### src/logic/hmcb_consts.svh
// constants for the host misc csr bank: offsets, fields, reset values, timing
// assumes a 16-bit host bus with A[1] selecting the half-word of a 32-bit register
// Operation
// RQ1: timer count field reads the live 16-bit timer value, all ones after reset.
// RQ2: timer count starts from the programmed 16-bit preload value.
// RQ3: word order other than all ones: A[1]=1 upper half, A[1]=0 lower half.
// RQ4: word order all ones: A[1]=1 lower half, A[1]=0 upper half.
// RQ5: fifo network side always lower word first, independent of word order.
// RQ6: 32-bit free counter from zero, plus one per 25 MHz tick, wraps.
// RQ7: first half-word read latches the full free count for the second read.
// RQ8: free counter is cleared within 160 ns of a reset event.
// RQ9: free counter counts in every power management state.
// RQ10: discard counter adds one per dropped receive frame, resets to zero.
// RQ11: reading the discard register returns the count then clears it.
// RQ12: event when discard counter msb goes from zero to one.
// RQ13: writing one to busy starts indirect access; device clears busy when done.
// RQ14: indirect read data lands in the data register before busy clears.
// RQ15: host leaves command and data registers alone while busy is set.
// RQ16: direction bit one means read, zero means write; resets to zero.
// RQ17: 8-bit address field in the command register selects the mac register.
// RQ18: 32-bit indirect data register holds write or read value, resets zero.
// RQ19: reserved bits read zero and ignore writes.
`ifndef HMCB_CONSTS_SVH
`define HMCB_CONSTS_SVH
`define HMCB_ADDR_W 8
`define HMCB_OFF_TIMER_COUNT 8'h90
`define HMCB_OFF_WORD_ORDER 8'h98
`define HMCB_OFF_FREE_TICK 8'h9c
`define HMCB_OFF_RX_DISCARD 8'ha0
`define HMCB_OFF_MAC_CMD 8'ha4
`define HMCB_OFF_MAC_DATA 8'ha8
`define HMCB_WORD_MASK 8'hfc
`define HMCB_HALF_BIT 1
`define HMCB_SWAP_ALL_ONES 32'hffffffff
`define HMCB_RST_WORD_ORDER 32'h00000000
`define HMCB_RST_TIMER 16'hffff
`define HMCB_RST_ZERO32 32'h00000000
`define HMCB_RST_ADDR8 8'h00
`define HMCB_CMD_BUSY 31
`define HMCB_CMD_DIR 30
`define HMCB_CMD_ADDR_HI 7
`define HMCB_MSB 31
`define HMCB_ONE32 32'h00000001
`define HMCB_ONE16 16'h0001
`define HMCB_ZERO16 16'h0000
`define HMCB_CLK_MHZ 25
`define HMCB_FREE_CLEAR_NS 160
`define HMCB_FREE_CLEAR_CYC ((`HMCB_FREE_CLEAR_NS * `HMCB_CLK_MHZ) / 1000)
`endif

### src/logic/hmcb_pkg.sv
// types for the host misc csr bank
// assumes hmcb_consts.svh is on the include path
package hmcb_pkg;
	typedef enum logic [2:0] {
		HMCB_IDLE = 3'b001,
		HMCB_ISSUE = 3'b010,
		HMCB_WAIT = 3'b100
	} hmcb_ind_state_t;
endpackage

### src/logic/hmcb_free_counter.sv
// free-running 32-bit tick counter with a half-word read latch
// assumes clk is the 25 MHz tick and a read strobe lasts one cycle
`timescale 1ns/1ps
`include "hmcb_consts.svh"
module hmcb_free_counter (
	input wire logic clk,
	input wire logic sys_rst,
	input wire logic rd_lo,
	input wire logic rd_hi,
	output logic [31:0] live,
	output logic [31:0] snap
);
	logic [31:0] cnt_q, cnt_d;
	logic [31:0] snap_q, snap_d;
	logic first_q, first_d;
	// count and latch; no power-state gating on purpose, it must always run
	always_comb begin
		cnt_d = cnt_q + `HMCB_ONE32; // see RQ6 see RQ9
		snap_d = snap_q;
		first_d = first_q;
		if ((rd_lo || rd_hi) && first_q) begin
			snap_d = cnt_q; // see RQ7
			first_d = 1'b0;
		end else if (rd_lo || rd_hi) begin
			first_d = 1'b1; // second half consumed the snapshot
		end
	end
	// async clear lands in zero cycles, far inside the clear window
	always_ff @(posedge clk or posedge sys_rst) begin
		if (sys_rst) begin
			cnt_q <= `HMCB_RST_ZERO32; // see RQ8
			snap_q <= `HMCB_RST_ZERO32;
			first_q <= 1'b1;
		end else begin
			cnt_q <= cnt_d;
			snap_q <= snap_d;
			first_q <= first_d;
		end
	end
	assign live = cnt_q;
	assign snap = first_q ? snap_d : snap_q;
endmodule

### src/logic/hmcb_host_misc_csr_bank.sv
// host-visible misc control/status registers on the 16-bit host bus
// assumes single-cycle read and write strobes, and a mac csr port that
// answers a request with a one-cycle done pulse
`timescale 1ns/1ps
`include "hmcb_consts.svh"
module hmcb_host_misc_csr_bank
	import hmcb_pkg::*;
(
	input wire logic clk,
	input wire logic sys_rst,
	input wire logic [7:0] host_addr,
	input wire logic host_rd,
	input wire logic host_wr,
	input wire logic [15:0] host_wdata,
	output logic [15:0] host_rdata,
	output logic word_swap_upper,
	input wire logic [15:0] timer_preload_value,
	input wire logic timer_load,
	input wire logic timer_run,
	output logic timer_wrap,
	input wire logic rx_frame_dropped,
	output logic rx_discard_half_event,
	output logic mac_req,
	output logic mac_read_not_write,
	output logic [7:0] mac_addr,
	output logic [31:0] mac_wdata,
	input wire logic mac_done,
	input wire logic [31:0] mac_rdata,
	input wire logic [31:0] tx_fifo_entry,
	output logic [15:0] tx_net_word,
	input wire logic tx_word_sel,
	input wire logic [15:0] rx_net_word,
	input wire logic rx_first_word,
	input wire logic rx_word_valid,
	output logic [31:0] rx_fifo_entry
);
	// true when this half-word access reaches bits 31:16
	function automatic logic upper_half(input logic [7:0] a, input logic [31:0] order);
		upper_half = (order == `HMCB_SWAP_ALL_ONES) ? !a[`HMCB_HALF_BIT] : a[`HMCB_HALF_BIT];
	endfunction
	// register hit on the word-aligned address
	function automatic logic hit(input logic [7:0] a, input logic [7:0] off);
		hit = ((a & `HMCB_WORD_MASK) == off);
	endfunction

	logic [31:0] order_q, order_d;
	logic [15:0] timer_q, timer_d;
	logic [31:0] drop_q, drop_d;
	logic drop_lo_pend_q, drop_lo_pend_d;
	logic [31:0] drop_snap_q, drop_snap_d;
	logic busy_q, busy_d;
	logic dir_q, dir_d;
	logic [7:0] caddr_q, caddr_d;
	logic [31:0] data_q, data_d;
	hmcb_ind_state_t st_q, st_d;
	logic [15:0] rdata_q, rdata_d;
	logic [15:0] txw_q, txw_d;
	logic [31:0] rxe_q, rxe_d;
	logic half_ev_q, half_ev_d;
	logic wrap_q, wrap_d;
	logic up;
	logic [31:0] free_snap;
	logic [31:0] wr_word;

	assign up = upper_half(host_addr, order_q); // see RQ3 see RQ4

	// free counter and its first-read latch
	hmcb_free_counter u_free (
		.clk(clk),
		.sys_rst(sys_rst),
		.rd_lo(host_rd && hit(host_addr, `HMCB_OFF_FREE_TICK) && !up),
		.rd_hi(host_rd && hit(host_addr, `HMCB_OFF_FREE_TICK) && up),
		.live(),
		.snap(free_snap)
	);

	// general timer: down count from preload, reload at underflow
	always_comb begin
		timer_d = timer_q;
		wrap_d = 1'b0;
		if (timer_load) begin
			timer_d = timer_preload_value; // see RQ2
		end else if (timer_run) begin
			if (timer_q == `HMCB_ZERO16) begin
				timer_d = timer_preload_value; // see RQ2
				wrap_d = 1'b1;
			end else begin
				timer_d = timer_q - `HMCB_ONE16;
			end
		end
	end

	// write data placed in the selected half of a 32-bit word
	always_comb begin
		wr_word = up ? {host_wdata, `HMCB_ZERO16} : {`HMCB_ZERO16, host_wdata};
	end

	// word order register takes whichever half is addressed
	always_comb begin
		order_d = order_q;
		if (host_wr && hit(host_addr, `HMCB_OFF_WORD_ORDER)) begin
			if (up) begin
				order_d[31:16] = host_wdata;
			end else begin
				order_d[15:0] = host_wdata;
			end
		end
	end

	// dropped-frame counter: first read of a pair, either half, clears; a drop in the same
	// cycle as the clearing read is kept by counting from zero
	always_comb begin
		drop_d = drop_q;
		drop_snap_d = drop_snap_q;
		drop_lo_pend_d = drop_lo_pend_q;
		half_ev_d = 1'b0;
		if (host_rd && hit(host_addr, `HMCB_OFF_RX_DISCARD)) begin
			if (!drop_lo_pend_q) begin
				drop_snap_d = drop_q; // first half latches the count
				drop_d = rx_frame_dropped ? `HMCB_ONE32 : `HMCB_RST_ZERO32; // see RQ11
			end else if (rx_frame_dropped) begin
				drop_d = drop_q + `HMCB_ONE32; // see RQ10
			end
			drop_lo_pend_d = !drop_lo_pend_q;
		end else if (rx_frame_dropped) begin
			drop_d = drop_q + `HMCB_ONE32; // see RQ10
		end
		if (!drop_q[`HMCB_MSB] && drop_d[`HMCB_MSB]) begin
			half_ev_d = 1'b1; // see RQ12
		end
	end

	// indirect mac access: command/data registers and sequencer
	always_comb begin
		busy_d = busy_q;
		dir_d = dir_q;
		caddr_d = caddr_q;
		data_d = data_q;
		st_d = st_q;
		// host writes; reserved command bits are simply not stored
		if (host_wr && hit(host_addr, `HMCB_OFF_MAC_CMD) && !busy_q) begin
			if (up) begin
				dir_d = wr_word[`HMCB_CMD_DIR]; // see RQ16
				busy_d = wr_word[`HMCB_CMD_BUSY]; // see RQ13
			end else begin
				caddr_d = wr_word[`HMCB_CMD_ADDR_HI:0]; // see RQ17 see RQ19
			end
		end
		// data changes during busy are dropped, host must not rely on them
		if (host_wr && hit(host_addr, `HMCB_OFF_MAC_DATA) && !busy_q) begin
			if (up) begin
				data_d[31:16] = host_wdata; // see RQ18
			end else begin
				data_d[15:0] = host_wdata; // see RQ18
			end
		end
		unique case (st_q)
			HMCB_IDLE: begin
				if (busy_q) begin
					st_d = HMCB_ISSUE;
				end
			end
			HMCB_ISSUE: begin
				st_d = HMCB_WAIT;
			end
			HMCB_WAIT: begin
				if (mac_done) begin
					if (dir_q) begin
						data_d = mac_rdata; // see RQ14
					end
					busy_d = 1'b0; // see RQ13
					st_d = HMCB_IDLE;
				end
			end
			default: begin
				st_d = HMCB_IDLE;
			end
		endcase
	end

	// read mux, registered; reserved bits come back as zero
	always_comb begin
		logic [31:0] w;
		w = `HMCB_RST_ZERO32;
		rdata_d = rdata_q;
		if (host_rd) begin
			unique case (host_addr & `HMCB_WORD_MASK)
				`HMCB_OFF_TIMER_COUNT: w = {`HMCB_ZERO16, timer_q}; // see RQ1
				`HMCB_OFF_WORD_ORDER: w = order_q;
				`HMCB_OFF_FREE_TICK: w = free_snap; // see RQ7
				`HMCB_OFF_RX_DISCARD: w = drop_lo_pend_q ? drop_snap_q : drop_q;
				`HMCB_OFF_MAC_CMD: w = {busy_q, dir_q, 22'h000000, caddr_q}; // see RQ19
				`HMCB_OFF_MAC_DATA: w = data_q;
				default: w = `HMCB_RST_ZERO32;
			endcase
			rdata_d = up ? w[31:16] : w[15:0];
		end
	end

	// network-side fifo word order ignores the host word order
	always_comb begin
		txw_d = tx_word_sel ? tx_fifo_entry[31:16] : tx_fifo_entry[15:0]; // see RQ5
		rxe_d = rxe_q;
		if (rx_word_valid) begin
			if (rx_first_word) begin
				rxe_d[15:0] = rx_net_word; // see RQ5
			end else begin
				rxe_d[31:16] = rx_net_word;
			end
		end
	end

	always_ff @(posedge clk or posedge sys_rst) begin
		if (sys_rst) begin
			order_q <= `HMCB_RST_WORD_ORDER;
			timer_q <= `HMCB_RST_TIMER; // see RQ1
			wrap_q <= 1'b0;
			drop_q <= `HMCB_RST_ZERO32;
			drop_snap_q <= `HMCB_RST_ZERO32;
			drop_lo_pend_q <= 1'b0;
			half_ev_q <= 1'b0;
			busy_q <= 1'b0;
			dir_q <= 1'b0;
			caddr_q <= `HMCB_RST_ADDR8;
			data_q <= `HMCB_RST_ZERO32;
			st_q <= HMCB_IDLE;
			rdata_q <= `HMCB_ZERO16;
			txw_q <= `HMCB_ZERO16;
			rxe_q <= `HMCB_RST_ZERO32;
		end else begin
			order_q <= order_d;
			timer_q <= timer_d;
			wrap_q <= wrap_d;
			drop_q <= drop_d;
			drop_snap_q <= drop_snap_d;
			drop_lo_pend_q <= drop_lo_pend_d;
			half_ev_q <= half_ev_d;
			busy_q <= busy_d;
			dir_q <= dir_d;
			caddr_q <= caddr_d;
			data_q <= data_d;
			st_q <= st_d;
			rdata_q <= rdata_d;
			txw_q <= txw_d;
			rxe_q <= rxe_d;
		end
	end

	assign host_rdata = rdata_q;
	assign word_swap_upper = up;
	assign timer_wrap = wrap_q;
	assign rx_discard_half_event = half_ev_q;
	assign mac_req = (st_q == HMCB_ISSUE);
	assign mac_read_not_write = dir_q;
	assign mac_addr = caddr_q;
	assign mac_wdata = data_q;
	assign tx_net_word = txw_q;
	assign rx_fifo_entry = rxe_q;
endmodule

### config.mk
export PLATFORM = sky130hd
export DESIGN_NAME = hmcb_host_misc_csr_bank
export DESIGN_NICKNAME = d
export VERILOG_FILES = /design/src/logic/hmcb_pkg.sv /design/src/logic/hmcb_free_counter.sv /design/src/logic/hmcb_host_misc_csr_bank.sv
export VERILOG_INCLUDE_DIRS = /design/src /design/src/logic
export SDC_FILE = /design/constraint.sdc
export NUM_CORES = 1
export LEC_CHECK = 0
export ABC_CLOCK_PERIOD_IN_PS = 13600
export BUFFER_PORTS_ARGS = -buffer_cell sky130_fd_sc_hd__clkbuf_2
export CAP_MARGIN = 20
export CORE_MARGIN = 4
export CORE_UTILIZATION = 50
export DETAILED_ROUTE_END_ITERATION = 6
export PLACE_DENSITY = 0.72
export SYNTH_ARGS = -nofsm -noshare
export SYNTH_HDL_FRONTEND = slang
export SYNTH_SLANG_ARGS = --single-unit
### constraint.sdc
create_clock -name clk -period 13.6 [get_ports clk]
set_input_delay 2.04 -clock clk [delete_from_list [all_inputs] [get_ports clk]]
set_output_delay 2.04 -clock clk [all_outputs]
set_load 0.01 [all_outputs]
; ---- Word-level counts from Yosys, hierarchy flattened
; Cells that the tools add are included.
[totals]
reg_bits = 289
out_inout_bits = 109
inputBits = 131
word_cells = 98
[op_classes]
muxes = 34
n_reduce_logical = 27
bitwise = 2
n_eq_ne = 12
addsub = 3
[op_table]
columns = operator, n
row1 = $mux W32, 11
row2 = $pmux W32 S6, 1
row3 = $mux W16, 7
row4 = $add A32 B1 Y32 const B, 2
row5 = $eq A6 B6 Y1 const B, 6
row6 = $eq A32 B32 Y1 const B, 1
row7 = $logic_not A16 Y1, 1
row8 = $sub A16 B1 Y16 const B, 1
row9 = $reduce_and A2 Y1, 7
row10 = $mux W1, 12
row11 = $logic_and A1 B1 Y1, 11
row12 = $pmux W3 S3, 1
row13 = $mux W3, 2
row14 = $logic_not A1 Y1, 5
row15 = $ne A2 B2 Y1 const B, 2
row16 = $reduce_bool A2 Y1, 2
row17 = $eq A3 B1 Y1 const B, 1
row18 = $eq A3 B2 Y1 const B, 1
row19 = $eq A3 B3 Y1 const B, 1
row20 = $not A1 Y1, 2
row21 = $logic_or A1 B1 Y1, 1

; ---- Logic depth before layout (Yosys ltp)
[logic_depth]
word_depth = 10
mapped_depth = 9
depth_no_buf = 7

; ---- Cells and area by module
; A second synthesis with hierarchy kept.
[unflattened]
cells_unflattened = 1375
area_unflattened_um2 = 14580.2
[by_module_without_submodules]
columns = mod, area_per_inst_um2, n_inst, cells_each, seq_area_each_um2
row1 = hmcb_host_misc_csr_bank, 11494.8, 1, 1132, 5626.6
row2 = hmcb_free_counter, 3085.5, 1, 243, 1627.8

; ---- Worst setup path after synthesis
; No wires, ideal clock.
[synth_timing]
path_type = input port to output port
from = input port host_addr[1]
to = output port word_swap_upper
slack_ps = 8774
n_path_buf = 0
arrival_time_ps = 2786
t_required_ps = 11560
stages = 3
path_cell_list = nor3_1 > nor2_1 > inv_1
[synth_via]
elab_chain_len = 2
[synth_lines]
columns = element, line_no
row1 = "start, declared", hmcb_host_misc_csr_bank.sv:11  ; input wire logic [7:0] host_addr,
row2 = $logic_not A1 Y1, hmcb_host_misc_csr_bank.sv:39  ; upper_half = (order == `HMCB_SWAP_ALL_ONES) ? !a[`HMCB_HALF_BIT] : a[`HMCB_HALF_BIT];
row3 = $mux W1 (*), hmcb_host_misc_csr_bank.sv:39
row4 = "end, declared", hmcb_host_misc_csr_bank.sv:16  ; output logic word_swap_upper,
; Every way passes the cells marked *; elsewhere a longest branch is shown, timed or not.

; ---- Final worst setup path
; Ends and elaborated chain as after synthesis.

==> impl_metrics.xml <==
<?xml version="1.0" encoding="UTF-8"?>
<metrics>
  <group name="clock_network">
    <metric name="post_cts_buffers" unit="">0</metric>
    <metric name="cts_resized" unit="">0</metric>
    <metric name="htreeDepth" unit="">1</metric>
    <metric name="tritoncts_num_sinks" unit="">289</metric>
    <metric name="numCtsBuffers" unit="">31</metric>
    <metric name="cts.clk_slew.worst_paths" unit="ns">0.06</metric>
    <metric name="clock_tree.buffer_depth" unit="">3</metric>
    <metric name="ctsHoldBuffers" unit="">0</metric>
    <metric name="cts_root_buffer" unit="">sky130_fd_sc_hd__clkbuf_16</metric>
    <metric name="clock_tree_from_tritoncts" unit="">done</metric>
    <metric name="worstSkewPairLatency" unit="ns">0.55</metric>
  </group>
  <group name="drt">
    <metric name="drt_pass1_iterations" unit="">7</metric>
    <metric name="vias_per_cell" unit="">6.09</metric>
    <metric name="count_of_unresolved_drc_violations_after_routing" unit="">0</metric>
    <metric name="drt_wl_total" unit="um">42900</metric>
    <metric name="vias" unit="">11900</metric>
    <metric name="drt_iter0_markers" unit="">1218</metric>
    <metric name="drt_antenna_net_count" unit="">0</metric>
    <metric name="drt-wirelength-per-cell" unit="um">21.9</metric>
  </group>
  <group name="global_routing">
    <metric name="antenna_found_initial" unit="">2</metric>
    <metric name="grt.total_usage" unit="%">26.5</metric>
    <metric name="globalRoute.totalOverflow" unit="">0</metric>
    <metric name="vias_in_the_first_global_route" unit="">11600</metric>
    <metric name="grt_max_degree" unit="">150</metric>
    <metric name="grt_pass1_wl" unit="um">65600</metric>
  </group>
  <group name="die">
    <metric name="initial_core_util" unit="%">51.3</metric>
    <metric name="row_count" unit="">61</metric>
    <metric name="die_w" unit="um">178</metric>
    <metric name="die_area" unit="um2">31700</metric>
    <metric name="fp.coreArea" unit="um2">28200</metric>
    <metric name="io-pin-count" unit="">240</metric>
    <metric name="chipHeight" unit="um">178</metric>
  </group>
  <group name="synthesis">
    <metric name="synth_compound_area_share" unit="%">11.3</metric>
    <metric name="synth_fa_ha_area_share" unit="%">0.347</metric>
    <metric name="post_synth_and_or_nand_nor_area_fraction" unit="%">16.2</metric>
    <metric name="postSynthNetCount" unit="">1494</metric>
    <metric name="async_flop_share" unit="%">100</metric>
    <metric name="synth_cell_types" unit="">67</metric>
    <metric name="synth.mux.area_fraction" unit="%">14.9</metric>
    <metric name="synth_seq_cells" unit="">289</metric>
    <metric name="ys_warn_count" unit="">0</metric>
    <metric name="netlist_instances" unit="">1359</metric>
    <metric name="synth_xor_xnor_area_share" unit="%">3.70</metric>
    <metric name="synthesis.area_per_instance" unit="um2">10.6</metric>
    <metric name="synth_top_family_by_area" unit="">simple AND/OR/NAND/NOR gates</metric>
    <metric name="synth.cell_area" unit="um2">14400</metric>
    <metric name="yosysSeqAreaShare" unit="%">50.2</metric>
    <metric name="synth_edf_count" unit="">0</metric>
    <metric name="synth_flop_cell" unit="">sky130_fd_sc_hd__dfrtp_1</metric>
  </group>
  <group name="placement">
    <metric name="place_area" unit="um2">15900</metric>
    <metric name="io_buffers" unit="">238</metric>
    <metric name="detailed_place_hpwl" unit="um">30500</metric>
    <metric name="globalplace.congestion" unit="">0.902</metric>
    <metric name="preCtsSetupSlack" unit="ns">8.18</metric>
  </group>
  <group name="setup_path">
    <metric name="cp.arrival" unit="ns">3.37</metric>
    <metric name="timing.critical_path.fanout_max" unit="">7</metric>
    <metric name="type_of_the_worst_setup_path" unit="">in -&gt; out</metric>
    <metric name="endpoint_kind" unit="">output pin</metric>
    <metric name="startpoint" unit="">host_addr[1]</metric>
    <metric name="worstPathRequired" unit="ns">11.56</metric>
    <metric name="r2r_start" unit="">busy_q</metric>
    <metric name="critPathLaunchType" unit="">input pin</metric>
  </group>
  <group name="layout">
    <metric name="layout-drive-gt1-share" unit="%">31.3</metric>
    <metric name="design.final.nets" unit="">1695</metric>
    <metric name="area_growth_syn_to_layout" unit="%">18.1</metric>
    <metric name="fill_cells" unit="">2336</metric>
    <metric name="layout.cell_area.non_filler" unit="um2">17000</metric>
  </group>
  <group name="sta">
    <metric name="rsz0062_at_grt" unit="">no</metric>
    <metric name="fin_ws" unit="ns">8.19</metric>
    <metric name="final_worst_path_period_need" unit="ns">5.41</metric>
    <metric name="fin_hold_ws" unit="ns">0.474</metric>
    <metric name="slew_headroom" unit="%">27.9</metric>
    <metric name="timing.setup.tns" unit="ns">0</metric>
    <metric name="timing_max_transition_violations_final" unit="">0</metric>
    <metric name="timing.final.setup_violations" unit="">0</metric>
    <metric name="fmax_achieved" unit="MHz">185</metric>
    <metric name="timing.final.hold_violations" unit="">0</metric>
    <metric name="period_share" unit="%">39.8</metric>
    <metric name="clock-skew-final" unit="ns">0.0104</metric>
    <metric name="worst_slew_pin_slew" unit="ns">1.08</metric>
  </group>
  <group name="run">
    <metric name="maxCapViolCount" unit="">0</metric>
  </group>
  <group name="pwr">
    <metric name="finalPower" unit="W">0.00215</metric>
    <metric name="leakage" unit="nW">7.97</metric>
    <metric name="ir_drop" unit="mV">0.0907</metric>
    <metric name="power.density" unit="nW/um2">126</metric>
  </group>
  <group name="outcome">
    <metric name="status" unit="">completed</metric>
  </group>
  <group name="worst_hold_path">
    <metric name="timing.hold.worst.class" unit="">reg -&gt; reg</metric>
    <metric name="worst_hold_startpoint" unit="">drop_snap_q[30]</metric>
  </group>
</metrics>
critical path: stages:
cell	delay, ns
sky130_fd_sc_hd__clkbuf_2	0.15
sky130_fd_sc_hd__nor3_1	0.48
sky130_fd_sc_hd__nor2_1	0.29
sky130_fd_sc_hd__inv_1	0.23
sky130_fd_sc_hd__clkbuf_2	0.17
power by group:
group	total [W]	switching, W	internal (W)
combinational	0.000260	0.000145	0.000115
clock	0.000889	0.000337	0.000552
sequential	0.00100	0.0000728	0.000931
cells in the mapped netlist, types with 3 or more instances:
library cell	count	area [um2]
sky130_fd_sc_hd__a221o_1	15	150
sky130_fd_sc_hd__a2111oi_0	8	70.1
sky130_fd_sc_hd__buf_6	4	45.0
sky130_fd_sc_hd__nor3_1	33	165
sky130_fd_sc_hd__nand4_1	63	394
sky130_fd_sc_hd__mux2_2	141	1590
sky130_fd_sc_hd__nor2b_1	6	37.5
sky130_fd_sc_hd__mux2_1	3	33.8
sky130_fd_sc_hd__and4_1	10	87.6
sky130_fd_sc_hd__or4_1	6	45.0
sky130_fd_sc_hd__clkbuf_1	73	274
sky130_fd_sc_hd__o2111ai_1	3	26.3
sky130_fd_sc_hd__nor2_1	82	308
sky130_fd_sc_hd__o2bb2ai_1	16	140
sky130_fd_sc_hd__xor2_1	30	263
sky130_fd_sc_hd__o22a_1	4	35.0
sky130_fd_sc_hd__dfstp_2	18	473
sky130_fd_sc_hd__or3_1	7	43.8
sky130_fd_sc_hd__nand3_1	50	250
sky130_fd_sc_hd__nand2b_1	12	75.1
sky130_fd_sc_hd__ha_1	4	50.1
sky130_fd_sc_hd__inv_1	18	67.6
sky130_fd_sc_hd__a211oi_1	12	90.1
sky130_fd_sc_hd__and2_1	3	18.8
sky130_fd_sc_hd__buf_1	7	26.3
sky130_fd_sc_hd__o21ai_0	14	70.1
sky130_fd_sc_hd__a22oi_1	22	165
sky130_fd_sc_hd__nor4_1	4	25.0
sky130_fd_sc_hd__o2111a_1	3	33.8
sky130_fd_sc_hd__a221oi_1	3	26.3
sky130_fd_sc_hd__o211ai_1	21	158
sky130_fd_sc_hd__nand2_1	176	661
sky130_fd_sc_hd__buf_2	8	40.0
sky130_fd_sc_hd__a21oi_1	26	130
sky130_fd_sc_hd__and3_1	12	75.1
sky130_fd_sc_hd__a31oi_1	27	169
sky130_fd_sc_hd__o211ai_2	10	125
sky130_fd_sc_hd__dfrtp_1	271	6780
sky130_fd_sc_hd__xnor2_1	31	272
sky130_fd_sc_hd__o22ai_1	12	75.1
sky130_fd_sc_hd__mux2i_1	53	531
sky130_fd_sc_hd__nor3b_1	3	22.5
stage by stage:
step | util [%] | instances
2_1_floorplan | - | 1359
3_3_place_gp | 56.4 | 1901
3_5_place_dp | 56.5 | 1902
4_1_cts | 60.4 | 1958
5_1_grt | 60.5 | 1962
6_report | 60.5 | 1962
flip-flops by register name, summed over array words and instances, names as in the netlist:
name,count
drop_q,32
drop_snap_q,32
mac_wdata,32
order_q,32
rx_fifo_entry,32
u_free.live,32
u_free.snap_q,32
host_rdata,16
timer_q,16
tx_net_word,16
mac_addr,8
st_q,3
busy_q,1
drop_lo_pend_q,1
mac_read_not_write,1
rx_discard_half_event,1
timer_wrap,1
u_free.first_q,1
layout by cell type, fill, tap and decap left out, types with 14 or more instances in the layout:
cell type,synthesis,routed
sky130_fd_sc_hd__mux2_2,141,141
sky130_fd_sc_hd__a221o_1,15,15
sky130_fd_sc_hd__xnor2_1,31,31
sky130_fd_sc_hd__dfrtp_1,271,271
sky130_fd_sc_hd__nand2_1,176,175
sky130_fd_sc_hd__o211ai_1,21,21
sky130_fd_sc_hd__buf_4,2,20
sky130_fd_sc_hd__a21oi_1,26,26
sky130_fd_sc_hd__nor3_1,33,32
sky130_fd_sc_hd__clkbuf_16,0,31
sky130_fd_sc_hd__dfstp_2,18,18
sky130_fd_sc_hd__nor2_1,82,80
sky130_fd_sc_hd__nand3_1,50,50
sky130_fd_sc_hd__clkbuf_2,0,238
sky130_fd_sc_hd__o2bb2ai_1,16,16
sky130_fd_sc_hd__a31oi_1,27,27
sky130_fd_sc_hd__xor2_1,30,30
sky130_fd_sc_hd__mux2i_1,53,53
sky130_fd_sc_hd__a22oi_1,22,22
sky130_fd_sc_hd__inv_1,18,17
sky130_fd_sc_hd__nand4_1,63,63
sky130_fd_sc_hd__o21ai_0,14,14
path summary, 6_finish.rpt:
| check | endpoint | slack [ns] | cells after the start |
|---|---|---|---|
| max | word_swap_upper | 8.19 | 5 |
| min | drop_snap_q[30] | 0.47 | 2 |
| max reg2reg | mac_wdata[31] | 10.50 | 5 |
| min reg2reg | drop_snap_q[30] | 0.47 | 2 |
| max in group asynchronous | tx_net_word[10] | 10.62 | 3 |
| min in group asynchronous | drop_snap_q[19] | 1.65 | 2 |
layer usage:
metal | track usage, % | part of all wire (%)
met2 | 41.0 | 46
met3 | 5.30 | 9.2
met5 | 0 | 0.030
met1 | 36.3 | 39
met4 | 11.9 | 5.4
logic make-up (layout without fill, tap and decap cells):
group,after synthesis,in the layout
AND/OR/NAND/NOR,481,481
flip-flops,289,289
AO/OA/AOI/OAI,215,215
multiplexers,197,197
buffers and inverters,112,336
XOR/XNOR,61,61
adder cells (fa/ha/maj),4,4
other,0,1
layout make-up:
type / count / area (um2) / share of cell area, %
Clock buffer: 43 / 861 / 5.05
Sequential cell: 289 / 7250 / 42.6
Multi-Input combinational cell: 958 / 6740 / 39.5
Timing Repair Buffer: 262 / 1430 / 8.37
Tap cell: 378 / 473 / 2.77
Inverter: 18 / 75.1 / 0.440
Clock inverter: 13 / 215 / 1.26
Antenna cell: 1 / 2.50 / 0.0147
No activity file was read; power rests on OpenSTA's default activity.
